## config.mk

```make
export PLATFORM = sky130hd
export DESIGN_NAME = rsfs_top
export DESIGN_NICKNAME = d
export VERILOG_FILES = /design/src/logic/rsfs_pkg.sv /design/src/logic/rsfs_sync.sv /design/src/logic/rsfs_top.sv
export SDC_FILE = /design/constraint.sdc
export NUM_CORES = 1
export LEC_CHECK = 0
export ABC_AREA = 0
export BUFFER_PORTS_ARGS = -buffer_cell sky130_fd_sc_hd__clkbuf_2
export CAP_MARGIN = 20
export CORE_ASPECT_RATIO = 0.5
export CORE_MARGIN = 2
export CORE_UTILIZATION = 35
export CTS_BUF_LIST = sky130_fd_sc_hd__clkbuf_8
export CTS_CLUSTER_SIZE = 14
export DETAILED_ROUTE_END_ITERATION = 16
export HOLD_SLACK_MARGIN = 0.12
export MAX_ROUTING_LAYER = met4
export SLEW_MARGIN = 0
export SYNTH_ARGS = -nofsm -noshare
export SYNTH_HDL_FRONTEND = slang
export SYNTH_HIERARCHICAL = 1
export SYNTH_SLANG_ARGS = --single-unit
```

## constraint.sdc

```tcl
create_clock -name ref_clk -period 2.9 [get_ports ref_clk]
set_input_delay 0.58 -clock ref_clk [delete_from_list [all_inputs] [get_ports ref_clk]]
set_output_delay 0.58 -clock ref_clk [all_outputs]
set_load 0.05 [all_outputs]
```

## src/logic/rsfs_pkg.sv

```systemverilog
// Constants, state encoding and register map of the startup and fault sequencer.
// Assumes a 25 MHz ref_clk; switching cycles are enable pulses derived from it.
package rsfs_pkg;
    localparam int CLK_KHZ = 25000;
    localparam int SW_FAST_KHZ = 500;
    localparam int SW_SLOW_KHZ = 300;
    // Divider reload values, one switching cycle each
    localparam logic [6:0] DIV_FAST = 7'(CLK_KHZ / SW_FAST_KHZ - 1);
    localparam logic [6:0] DIV_SLOW = 7'(CLK_KHZ / SW_SLOW_KHZ - 1);
    // Fallback reload while following sync, longer than any legal sync period
    localparam logic [6:0] DIV_EXT_WAIT = 7'h7F;
    // Soft-start interval range in microseconds, counted in fast switching cycles
    localparam int SS_MIN_US = 2600;
    localparam int SS_MAX_US = 214000;
    localparam logic [17:0] SS_LEN_MIN = 18'(SS_MIN_US * SW_FAST_KHZ / 1000);
    localparam logic [17:0] SS_LEN_MAX = 18'(SS_MAX_US * SW_FAST_KHZ / 1000);
    localparam logic [17:0] DISCH_TICKS = 18'h00100;
    localparam logic [17:0] HICCUP_TICKS = 18'h00200;
    localparam logic [2:0] FAULT_OVF = 3'h4;
    localparam logic [2:0] OC_FIRST = 3'h1;
    // Register byte addresses
    localparam logic [11:0] ADDR_CTRL = 12'h000;
    localparam logic [11:0] ADDR_STATUS = 12'h004;
    localparam logic [11:0] ADDR_HICCUPS = 12'h008;
    // Status field positions
    localparam int ST_STATE_LSB = 0;
    localparam int ST_OC_LSB = 4;
    localparam int ST_UV_LSB = 8;
    localparam int ST_PG_BIT = 12;
    localparam int ST_EXT_BIT = 13;
    localparam int ST_OVH_BIT = 14;
    localparam int ST_UVH_BIT = 15;
    localparam int SYNC_W = 15;

    typedef enum logic [2:0] {
        ST_SHUTDOWN,
        ST_DISCHARGE,
        ST_SOFTSTART,
        ST_RUN,
        ST_HICCUP
    } rsfs_mode_t;

    typedef struct packed {
        rsfs_mode_t mode;
        logic [2:0] ocCnt;
        logic [2:0] uvCnt;
        logic [17:0] timer;
        logic [6:0] divCnt;
        logic ovHold;
        logic underHold;
        logic pgRel;
        logic extSel;
        logic syncPrev;
        logic ocCut;
        logic [17:0] ssLen;
        logic [15:0] hiccups;
        logic [31:0] prdata;
    } rsfs_state_t;

    localparam rsfs_state_t STATE_RST = '{mode: ST_SHUTDOWN, ssLen: SS_LEN_MIN, default: '0};
endpackage

```

## src/logic/rsfs_sync.sv

```systemverilog
// Two-flop synchroniser for a bundle of independent level inputs.
// Assumes each bit is a slow level; bits are not kept coherent with each other.
`timescale 1ns/1ns
module rsfs_sync
#(
    parameter int WIDTH = 1
)
(
    // Clock and reset
    input wire logic ref_clk,
    input wire logic rst,
    // Levels
    input wire logic [WIDTH-1:0] din,
    output logic [WIDTH-1:0] dout
);
    logic [WIDTH-1:0] meta_q;

    always_ff @(posedge ref_clk or posedge rst)
    begin
        if (rst)
        begin
            meta_q <= '0;
            dout <= '0;
        end
        else
        begin
            meta_q <= din;
            dout <= meta_q;
        end
    end
endmodule

```

## src/logic/rsfs_top.sv

```systemverilog
// Startup, power-good and hiccup fault sequencer of a switching regulator, with an APB slave.
// Assumes comparator and pin inputs are asynchronous levels; APB is on ref_clk.
// Notes on behaviour
// - No soft-start until bias threshold is met
// - Start soft-start once enable and bias hold
// - Reference follows ramp; interval 2.6 to 214ms
// - Power-good releases at ramp top and near setpoint
// - Losing enable or bias discharges ramp 256 cycles
// - Enable low pulls power-good low without clock
// - Internal oscillator until startup done and good
// - Phase-align to sync; sync optional before start
// - Select decode: 10, 4, 2 or none blocks
// - Overcurrent kills upper switches for the cycle
// - Overcurrent counter: set, advance, clear below limit
// - Four overcurrent detections shut down, power-good low
// - After overcurrent: clear, wait 512 plus ramp
// - Retries need overflow again, repeat forever
// - Power-good low above 111% until 107.5%
// - Power-good low below 89% until 92.5%
// - Undervoltage counter advances at 75%, clears with hysteresis
// - Four undervoltage detections shut down, power-good low
// - After undervoltage: clear, wait 512 plus ramp
// - Undervoltage retries need overflow again, repeat
// - Enable low: shutdown, all switches high impedance
//
// Implementation choices: the register addresses and the APB slave port.
`timescale 1ns/1ns
module rsfs_top
    import rsfs_pkg::*;
(
    // Clock and reset
    input wire logic ref_clk,
    input wire logic rst,
    // APB slave
    input wire logic psel,
    input wire logic penable,
    input wire logic pwrite,
    input wire logic [11:0] paddr,
    input wire logic [31:0] pwdata,
    output logic [31:0] prdata,
    output logic pready,
    output logic pslverr,
    // Control pins
    input wire logic enablePin,
    input wire logic input_supply_ok,
    input wire logic frequency_select,
    input wire logic syncClkPin,
    input wire logic block_select_a,
    input wire logic block_select_b,
    // Comparators and ramp status
    input wire logic excess_current,
    input wire logic rampAtRef,
    input wire logic outNearSet,
    input wire logic fbAbove111,
    input wire logic fbAbove1075,
    input wire logic fbBelow89,
    input wire logic fbBelow925,
    input wire logic fbBelow75,
    input wire logic fbAbove785,
    // Open-drain power good
    output logic power_good_output,
    output logic powerGoodOe,
    // Power stage control
    output logic upperSwitchOff,
    output logic switchHiZ,
    output logic [9:0] blockEnable,
    output logic refFollowsRamp,
    output logic rampDischarge,
    output logic extClkSel
);
    rsfs_state_t s_q;
    rsfs_state_t s_d;
    logic [SYNC_W-1:0] pinsRaw;
    logic [SYNC_W-1:0] pins;
    logic enS, biasS, fselS, syncS, selAS, selBS, ocS, rampS, nearS;
    logic ovSetS, ovKeepS, unSetS, unKeepS, uvTripS, uvClearS;
    logic swTick, syncRise, powerOn, ocOvf, uvOvf;
    logic apbAccess;

    assign pinsRaw = {enablePin, input_supply_ok, frequency_select, syncClkPin,
                      block_select_a, block_select_b, excess_current, rampAtRef, outNearSet,
                      fbAbove111, fbAbove1075, fbBelow89, fbBelow925, fbBelow75, fbAbove785};

    rsfs_sync #(.WIDTH(SYNC_W)) u_sync
    (
        .ref_clk(ref_clk),
        .rst(rst),
        .din(pinsRaw),
        .dout(pins)
    );

    assign {enS, biasS, fselS, syncS, selAS, selBS, ocS, rampS, nearS,
            ovSetS, ovKeepS, unSetS, unKeepS, uvTripS, uvClearS} = pins;

    assign swTick = (s_q.divCnt == 7'h00);
    assign syncRise = syncS & ~s_q.syncPrev;
    assign powerOn = (s_q.mode == ST_SOFTSTART) || (s_q.mode == ST_RUN);
    assign ocOvf = swTick && ocS && (s_q.ocCnt == FAULT_OVF - OC_FIRST);
    assign uvOvf = swTick && uvTripS && (s_q.uvCnt == FAULT_OVF - OC_FIRST);
    assign apbAccess = psel && penable;

    always_comb
    begin
        s_d = s_q;
        s_d.syncPrev = syncS;
        // Divider: reload per selected frequency; a sync edge restarts the cycle in phase
        // Under sync the divider only covers a missing edge, so no short extra cycle appears
        if (s_q.extSel && syncRise)
            s_d.divCnt = 7'h00;
        else if (swTick)
            s_d.divCnt = s_q.extSel ? DIV_EXT_WAIT : (fselS ? DIV_SLOW : DIV_FAST);
        else
            s_d.divCnt = s_q.divCnt - 7'h01;
        // Cut upper switches for the rest of the cycle on overcurrent
        if (swTick)
            s_d.ocCut = 1'b0;
        if (ocS && powerOn)
            s_d.ocCut = 1'b1;
        // Window hysteresis for power good
        if (ovSetS)
            s_d.ovHold = 1'b1;
        else if (!ovKeepS)
            s_d.ovHold = 1'b0;
        if (unSetS)
            s_d.underHold = 1'b1;
        else if (!unKeepS)
            s_d.underHold = 1'b0;
        // Fault counters sampled once per switching cycle, kept apart
        if (swTick && powerOn)
        begin
            if (ocS)
                s_d.ocCnt = (s_q.ocCnt == FAULT_OVF) ? FAULT_OVF : s_q.ocCnt + 3'h1;
            else
                s_d.ocCnt = 3'h0;
            if (uvTripS)
                s_d.uvCnt = (s_q.uvCnt == FAULT_OVF) ? FAULT_OVF : s_q.uvCnt + 3'h1;
            else if (uvClearS)
                s_d.uvCnt = 3'h0;
        end
        if (swTick && s_q.timer != 18'h00000)
            s_d.timer = s_q.timer - 18'h00001;
        case (s_q.mode)
            ST_SHUTDOWN:
            begin
                s_d.pgRel = 1'b0;
                s_d.extSel = 1'b0;
                if (enS && biasS)
                    s_d.mode = ST_SOFTSTART;
            end
            ST_DISCHARGE:
            begin
                s_d.pgRel = 1'b0;
                s_d.extSel = 1'b0;
                if (swTick && s_q.timer == 18'h00000)
                    s_d.mode = ST_SHUTDOWN;
            end
            ST_SOFTSTART:
            begin
                // Oscillator stays internal during the ramp
                s_d.extSel = 1'b0;
                if (ocOvf || uvOvf)
                    s_d.pgRel = 1'b0;
                else if (rampS && nearS && !s_d.ovHold && !s_d.underHold)
                begin
                    s_d.mode = ST_RUN;
                    s_d.pgRel = 1'b1;
                end
            end
            ST_RUN:
            begin
                s_d.pgRel = !s_d.ovHold && !s_d.underHold;
                if (s_q.pgRel)
                    s_d.extSel = 1'b1;
            end
            ST_HICCUP:
            begin
                s_d.pgRel = 1'b0;
                s_d.extSel = 1'b0;
                s_d.ocCnt = 3'h0;
                s_d.uvCnt = 3'h0;
                if (swTick && s_q.timer == 18'h00000)
                    s_d.mode = ST_SOFTSTART;
            end
            default:
            begin
                s_d.mode = ST_SHUTDOWN;
            end
        endcase
        // Fault overflow ends the current attempt, forever retrying
        if (powerOn && (ocOvf || uvOvf))
        begin
            s_d.mode = ST_HICCUP;
            s_d.pgRel = 1'b0;
            s_d.extSel = 1'b0;
            s_d.ocCnt = 3'h0;
            s_d.uvCnt = 3'h0;
            s_d.timer = HICCUP_TICKS + s_q.ssLen - 18'h00001;
            s_d.hiccups = s_q.hiccups + 16'h0001;
        end
        // Losing enable or bias overrides everything else
        if ((!enS || !biasS) && s_q.mode != ST_SHUTDOWN && s_q.mode != ST_DISCHARGE)
        begin
            s_d.mode = ST_DISCHARGE;
            s_d.timer = DISCH_TICKS - 18'h00001;
            s_d.pgRel = 1'b0;
            s_d.extSel = 1'b0;
            s_d.ocCnt = 3'h0;
            s_d.uvCnt = 3'h0;
        end
        // APB: zero wait state; reads register data for the access phase
        s_d.prdata = 32'h00000000;
        if (psel && !penable && !pwrite)
        begin
            case (paddr)
                ADDR_CTRL: s_d.prdata = {14'h0000, s_q.ssLen};
                ADDR_STATUS:
                begin
                    s_d.prdata[ST_STATE_LSB +: 3] = s_q.mode;
                    s_d.prdata[ST_OC_LSB +: 3] = s_q.ocCnt;
                    s_d.prdata[ST_UV_LSB +: 3] = s_q.uvCnt;
                    s_d.prdata[ST_PG_BIT] = s_q.pgRel;
                    s_d.prdata[ST_EXT_BIT] = s_q.extSel;
                    s_d.prdata[ST_OVH_BIT] = s_q.ovHold;
                    s_d.prdata[ST_UVH_BIT] = s_q.underHold;
                end
                ADDR_HICCUPS: s_d.prdata = {16'h0000, s_q.hiccups};
                default: s_d.prdata = 32'h00000000;
            endcase
        end
        else if (apbAccess)
            s_d.prdata = s_q.prdata;
        if (apbAccess && pwrite && paddr == ADDR_CTRL)
        begin
            // Clamp keeps the retry delay inside the ramp range the capacitor can give
            if (pwdata[17:0] < SS_LEN_MIN)
                s_d.ssLen = SS_LEN_MIN;
            else if (pwdata[17:0] > SS_LEN_MAX)
                s_d.ssLen = SS_LEN_MAX;
            else
                s_d.ssLen = pwdata[17:0];
        end
    end

    always_ff @(posedge ref_clk or posedge rst)
    begin
        if (rst)
            s_q <= STATE_RST;
        else
            s_q <= s_d;
    end

    assign pready = 1'b1;
    assign prdata = s_q.prdata;
    assign pslverr = apbAccess && !(paddr == ADDR_CTRL || (!pwrite && (paddr == ADDR_STATUS ||
                     paddr == ADDR_HICCUPS)));

    // Raw enable gates the pull-down so power good falls with no clock running
    assign power_good_output = 1'b0;
    assign powerGoodOe = !enablePin || !s_q.pgRel;
    assign extClkSel = s_q.extSel;
    assign refFollowsRamp = (s_q.mode == ST_SOFTSTART);
    assign rampDischarge = (s_q.mode == ST_DISCHARGE) || (s_q.mode == ST_HICCUP);
    assign switchHiZ = !powerOn || (selAS && selBS);
    // Raw comparator path: turn-off cannot wait for the synchroniser
    assign upperSwitchOff = excess_current || s_q.ocCut || switchHiZ;

    always_comb
    begin
        case ({selAS, selBS})
            2'b00: blockEnable = 10'h3FF;
            2'b01: blockEnable = 10'h00F;
            2'b10: blockEnable = 10'h003;
            default: blockEnable = 10'h000;
        endcase
        if (!powerOn)
            blockEnable = 10'h000;
    end
endmodule

```

==> flow_metrics.tcl, run 1 <==
set metrics [dict create \
    end_kind "register" \
    row_count 34 \
    finalClockSkew_ns 0.01969 \
    slew_headroom_pct 50.77 \
    globalRouteTotalUtil_pct 18.34 \
    finalHoldViolations 0 \
    fmax_ghz 0.3825 \
    grt_pass1_wl_um 26010 \
    crit_start "s_q[72]" \
    arrival_ns 2.93 \
    synth_flop_cell "dfrtp_1" \
    synth_cell_types 62 \
    clk_pin_slew_ns 0.08 \
    cp_cell_sequence "inv_1 -> ha_1 -> or3b_1 -> nor4_4 -> and3_1 -> and4_1 -> nand3_1 -> xnor2_1" \
    r2r-start "s_q[72]" \
    tightestPinTransition_ns 0.7384 \
    setup-tns-final_ns 0 \
    slowest_stage "or3b_1" \
    grt_overflow 0 \
    fin_area_um2 7156 \
    syn_area_um2 6227 \
    period_minus_slack_ns 2.614 \
    cp.required_ns 3.21 \
    rsz0062_at_grt "false" \
    drtPass1Iterations 6 \
    cts_tree "yes" \
    rrSetupSlack_ns 0.29 \
    die_w_um 192.6 \
    dieArea_um2 18940 \
    drc 0 \
    critical-path-max-stage-delay_ns 0.50 \
    grt_max_degree 39 \
    cts_max_path_buffers 2 \
    seq_area_frac_synth_pct 49.11 \
    fp.dieH_um 98.32 \
    clock-sinks 122 \
    post-synth-top-area-cell "dfrtp_1" \
    cellLeakagePower_nw 3.167 \
    routed_wl_um 15990 \
    max-vdd-ir-drop_mv 0.4074 \
    clockRootBuffer "clkbuf_8" \
    post_cts_resized 0 \
    drv_cap 0 \
    initial_core_util_pct 35.79 \
    via_per_inst 5.237 \
    hpwl_um 11780 \
    initialDrtViolationCount 456 \
    fin_nets 786 \
    port_buffers 84 \
    dpl.cell_count 926 \
    r2r_end "s_q[45]" \
    r2r_cells 8 \
    grt_pass1_vias 4837 \
    cp_max_fo 6 \
    power_density_nw_per_um2 619.0 \
    wire_per_inst_um 16.67 \
    ctsHoldBuffers 0 \
    synth.top_cell.area_share_pct 47.42 \
    status "complete, no violations" \
    power.total_mw 4.430 \
    drive_gt1_share_pct 21.52 \
    path_buf_inv 1 \
    cts_setup_buffers 0 \
    yosys_warnings 6 \
    synth_area_leaders "dfrtp_1 47%, buf_4 4.9%, o21ai_0 4.5%" \
    synth_edf_count 0 \
    stdcell_count 959 \
    gp_congestion 0.8901 \
    critPathKind "register to register" \
    netlist_instances 636 \
    slew_violations 0 \
    dr_total_vias 5022 \
    numCtsBuffers 17 \
    clock_latency_ns 0.43 \
    grt_antenna_before_repair 0 \
    core-area_um2 17400 \
    critPathLaunchType "register" \
    hold_path_class "primary input to asynchronous set/reset pin" \
    drtAntennaViolNets 0 \
    syn_avg_cell_area_um2 9.791 \
    ys_seq_elements 122 \
    fin_crit_sh_pct 90.14 \
    dpl_cell_area_um2 6778 \
    finalSetupViolCount 0 \
    area_growth_pct 14.91 \
    path_delay_family "simple AND/OR/NAND/NOR gates" \
    h-tree-depth 4 \
    synthArstFlopShare_pct 100.0 \
    io_pins 115 \
    critical_path_cell_count 8 \
    antennaDiodeCount 0 \
]
[metrics by stage]
stage | utilization [%] | hold slack, ns | setup slack (ns)
after detailed placement | 38.95 | 0.3347 | 0.2914
after global routing | 41.13 | 0.1683 | 0.04848
after global placement | 38.95 | 0.3326 | 0.3175
after CTS | 40.97 | 0.1933 | 0.2618
after floorplan | - | 0.3312 | 0.2475
final | 41.13 | 0.1568 | 0.2859
[worst max path at each step]
stage | endpoint | slack, ns
2_1_floorplan | pslverr | 0.25
3_3_place_gp | s_q[39] | 0.32
3_5_place_dp | s_q[45] | 0.29
4_1_cts | s_q[45] | 0.26
5_1_grt | s_q[93] | 0.05
6_report | s_q[45] | 0.29
[worst reg2reg max path, stage by stage (launching register included)]
cell     delay [ns]
dfrtp_1        0.40
inv_1          0.06
ha_1           0.19
or3b_1         0.50
nor4_4         0.47
and3_1         0.25
and4_1         0.37
nand3_1        0.14
xnor2_1        0.14
[layout make-up]
| class | count | area (um^2) |
|---|---|---|
| repair buffers | 105 | 610.6 |
| multi-input cells | 446 | 2765 |
| inverters | 20 | 78.83 |
| fillers | 1729 | 10240 |
| well taps | 234 | 292.8 |
| flip-flops and latches | 122 | 3058 |
| clock buffers | 17 | 234.0 |
| clock inverters | 15 | 116.4 |
[registers in the layout, indices dropped and copies added, names as in the netlist]
signal,count
s_q,73
prdata,18
u_sync/dout,15
u_sync/meta_q,15
extClkSel,1
[cells in the mapped netlist (5+ instances only)]
cell type	number
and2_1	6
nor2_1	39
nand3_1	17
and4_1	5
nor3b_1	5
or4_1	5
o31ai_1	9
nor4_1	11
xnor2_1	27
a222oi_1	13
nor2b_1	5
nor3_1	13
and3_1	9
clkbuf_1	17
a221o_1	5
or3_1	7
a22oi_1	6
a21oi_1	28
nand2_1	71
ha_1	10
nand2b_1	7
xor2_1	9
dfrtp_1	118
o21ai_0	56
o21a_1	5
buf_4	41
inv_1	20
a22o_1	8
[report_power, final]
part | switching, mW | internal (mW)
sequential | 0.151 | 1.84
combinational | 0.726 | 0.350
clock | 0.759 | 0.606
[cells by family (layout without fill, tap and decap cells)]
group | count (synthesis) | after routing | share of synthesized area, %
other | 2 | 16 | 0.1206
and+or+nand+nor | 225 | 225 | 19.25
adders and majority gates | 10 | 10 | 2.009
buffers and inverters | 82 | 157 | 7.495
AOI/OAI and AO/OA | 159 | 159 | 16.96
DFF | 122 | 122 | 49.11
xor gates and xnor gates | 36 | 36 | 5.063
[placed cells by master (no fill, tap or decap), drive strengths merged, types with 3 or more instances in the layout]
master	instances
o41ai	3
o31ai	10
a221o	5
nand2	71
a21oi	28
a211oi	3
o22ai	4
dfstp	4
o21ai	57
and3	9
xor2	9
or3	7
xnor2	27
a21o	4
ha	10
dfrtp	118
or4	5
a222oi	13
inv	27
nor3b	7
clkbuf	101
and2	6
nor2b	5
and4	5
a22oi	6
o21a	5
nand3	17
clkinv	5
a22o	8
buf	21
nor3	13
clkinvlp	3
nor4	15
conb	16
nand4	4
nor2	39
nand2b	7
or2	6
[layer usage]
metal  vias to the layer above  global-route usage (%)  routed length, um
met3                        10                   3.019               1025
met2                       162                   25.86               6994
met1                      2455                   27.31               7872
li1                       2395                       -                  -
met5                         -                       -                  0
met4                         0                   4.287                 94
No activity file was read; power rests on OpenSTA's default activity.
==> run 2: changes to the inputs <==
--- a/config.mk
+++ b/config.mk
@@ -6,8 +6,8 @@
 export NUM_CORES = 1
 export LEC_CHECK = 0
 export ABC_AREA = 0
-export BUFFER_PORTS_ARGS = -buffer_cell sky130_fd_sc_hd__clkbuf_2
-export CAP_MARGIN = 20
+export BUFFER_PORTS_ARGS = -buffer_cell sky130_fd_sc_hd__buf_2
+export CAP_MARGIN = 10
 export CORE_ASPECT_RATIO = 0.5
 export CORE_MARGIN = 2
 export CORE_UTILIZATION = 35
==> flow_metrics.tcl, run 2 (synthesized netlist as in run 1, its figures left out) <==
set metrics [dict create \
    cellLeakagePower_nw 3.200 \
    post_cts_resized 0 \
    setup-tns-final_ns 0 \
    globalRouteTotalUtil_pct 18.35 \
    slew_headroom_pct 52.02 \
    min-delay-start "block_select_a" \
    fill_cells 1688 \
    arrival_ns 2.10 \
    hold_path_class "primary input to register" \
    critPathKind "register to output pin" \
    drc 0 \
    fp.dieH_um 98.32 \
    cts_tree "yes" \
    power.total_mw 4.656 \
    gp_congestion 0.8926 \
    area_growth_pct 15.81 \
    die_w_um 192.6 \
    top_register "s_q" \
    finalHoldViolations 0 \
    grt_antenna_before_repair 0 \
    wire_per_inst_um 16.56 \
    hpwl_um 11690 \
    cts_max_path_buffers 2 \
    h-tree-depth 4 \
    fin_util_pct 41.45 \
    place_ws_ns 0.2905 \
    status "complete, no violations" \
    drive_gt1_share_pct 21.41 \
    tightestPinTransition_ns 0.7197 \
    finalClockSkew_ns 0.01459 \
    row_count 34 \
    clockRootBuffer "clkbuf_8" \
    via_per_inst 5.275 \
    initialDrtViolationCount 442 \
    dieArea_um2 18940 \
    final_common_cell "dfrtp_1" \
    whs_ns 0.2315 \
    largest_reg_flops 73 \
    critPathLaunchType "register" \
    finalWorstSetupSlack_ns 0.2152 \
    finalSetupViolCount 0 \
    layout_common_cells "118 x dfrtp_1, 84 x buf_2, 71 x nand2_1, 56 x o21ai_0, 39 x nor2_1" \
    fin_crit_sh_pct 92.58 \
    grt_pass1_wl_um 25960 \
    grt_pass1_vias 4775 \
    clock-sinks 122 \
    cts_setup_buffers 0 \
    grt_max_degree 46 \
    dr_total_vias 5053 \
    numCtsBuffers 17 \
    period_minus_slack_ns 2.685 \
    r2r-start "s_q[72]" \
    drtPass1Iterations 6 \
    initial_core_util_pct 35.79 \
    max-vdd-ir-drop_mv 0.4825 \
    fin_nets 785 \
    cp_max_fo 7 \
    end_kind "output pin" \
    drv_cap 0 \
    slew_violations 0 \
    power_density_nw_per_um2 645.6 \
    cp.required_ns 2.32 \
    routed_wl_um 15870 \
    clock_latency_ns 0.44 \
    rsz0062_at_grt "false" \
    grt_overflow 0 \
    core-area_um2 17400 \
    drtAntennaViolNets 0 \
    antennaDiodeCount 0 \
    port_buffers 84 \
    crit_start "s_q[104]" \
    clk_pin_slew_ns 0.09 \
    io_pins 115 \
    fmax_ghz 0.3725 \
]
## run 2: what timing repair did
action,4_1_cts,5_1_grt
hold buffers,0,1
hold endpoints to repair,0,4
endpoints found under the setup margin,0,0
## run 2: critical path, stage by stage, from the launching register on
cell and delay [ns]:
dfrtp_1 0.47, nor2b_1 0.46, nand2_1 0.18, or3_1 0.33
buf_2 0.22
## run 2: metrics by stage
stage | cell area, um^2 | instances
after global routing | 7212 | 958
final | 7212 | 958
after global placement | 6763 | 924
after floorplan | 6294 | 650
after CTS | 7174 | 956
after detailed placement | 6763 | 924
## run 2: layer usage
metal / wire (um) / track usage [%] / vias up
met5: 0 / - / -
met3: 915 / 3.882 / 17
met4: 193 / 5.989 / 0
li1: - / - / 2391
met1: 7994 / 26.79 / 2485
met2: 6766 / 25.03 / 160
## run 2: cell type report
type                       count  area [um^2]  share of cell area [%]
clock inverter                15        177.7                   2.464
clock buffer                  17        234.0                   3.244
multi-input combinational    446         2765                   38.34
inverter                      20        78.83                   1.093
tap                          234        292.8                   4.060
sequential                   122         3058                   42.40
timing repair buffer         104        605.6                   8.397
## run 2: report_power, final
part	internal [mW]	switching [mW]	total, mW
logic	0.342	0.720	1.06
registers	1.84	0.158	2.00
clock network	0.797	0.802	1.60
total	2.98	1.68	4.66
## run 2: final timing paths
path                                endpoint  slack (ns)  cells past startpoint
max                           upperSwitchOff        0.22                      4
min                        u_sync/meta_q[10]        0.23                      1
max reg2reg                          s_q[45]        0.28                      8
min reg2reg                   u_sync/dout[3]        0.35                      0
max in group asynchronous         prdata[15]        1.43                      4
min in group asynchronous   u_sync/meta_q[4]        0.63                      3
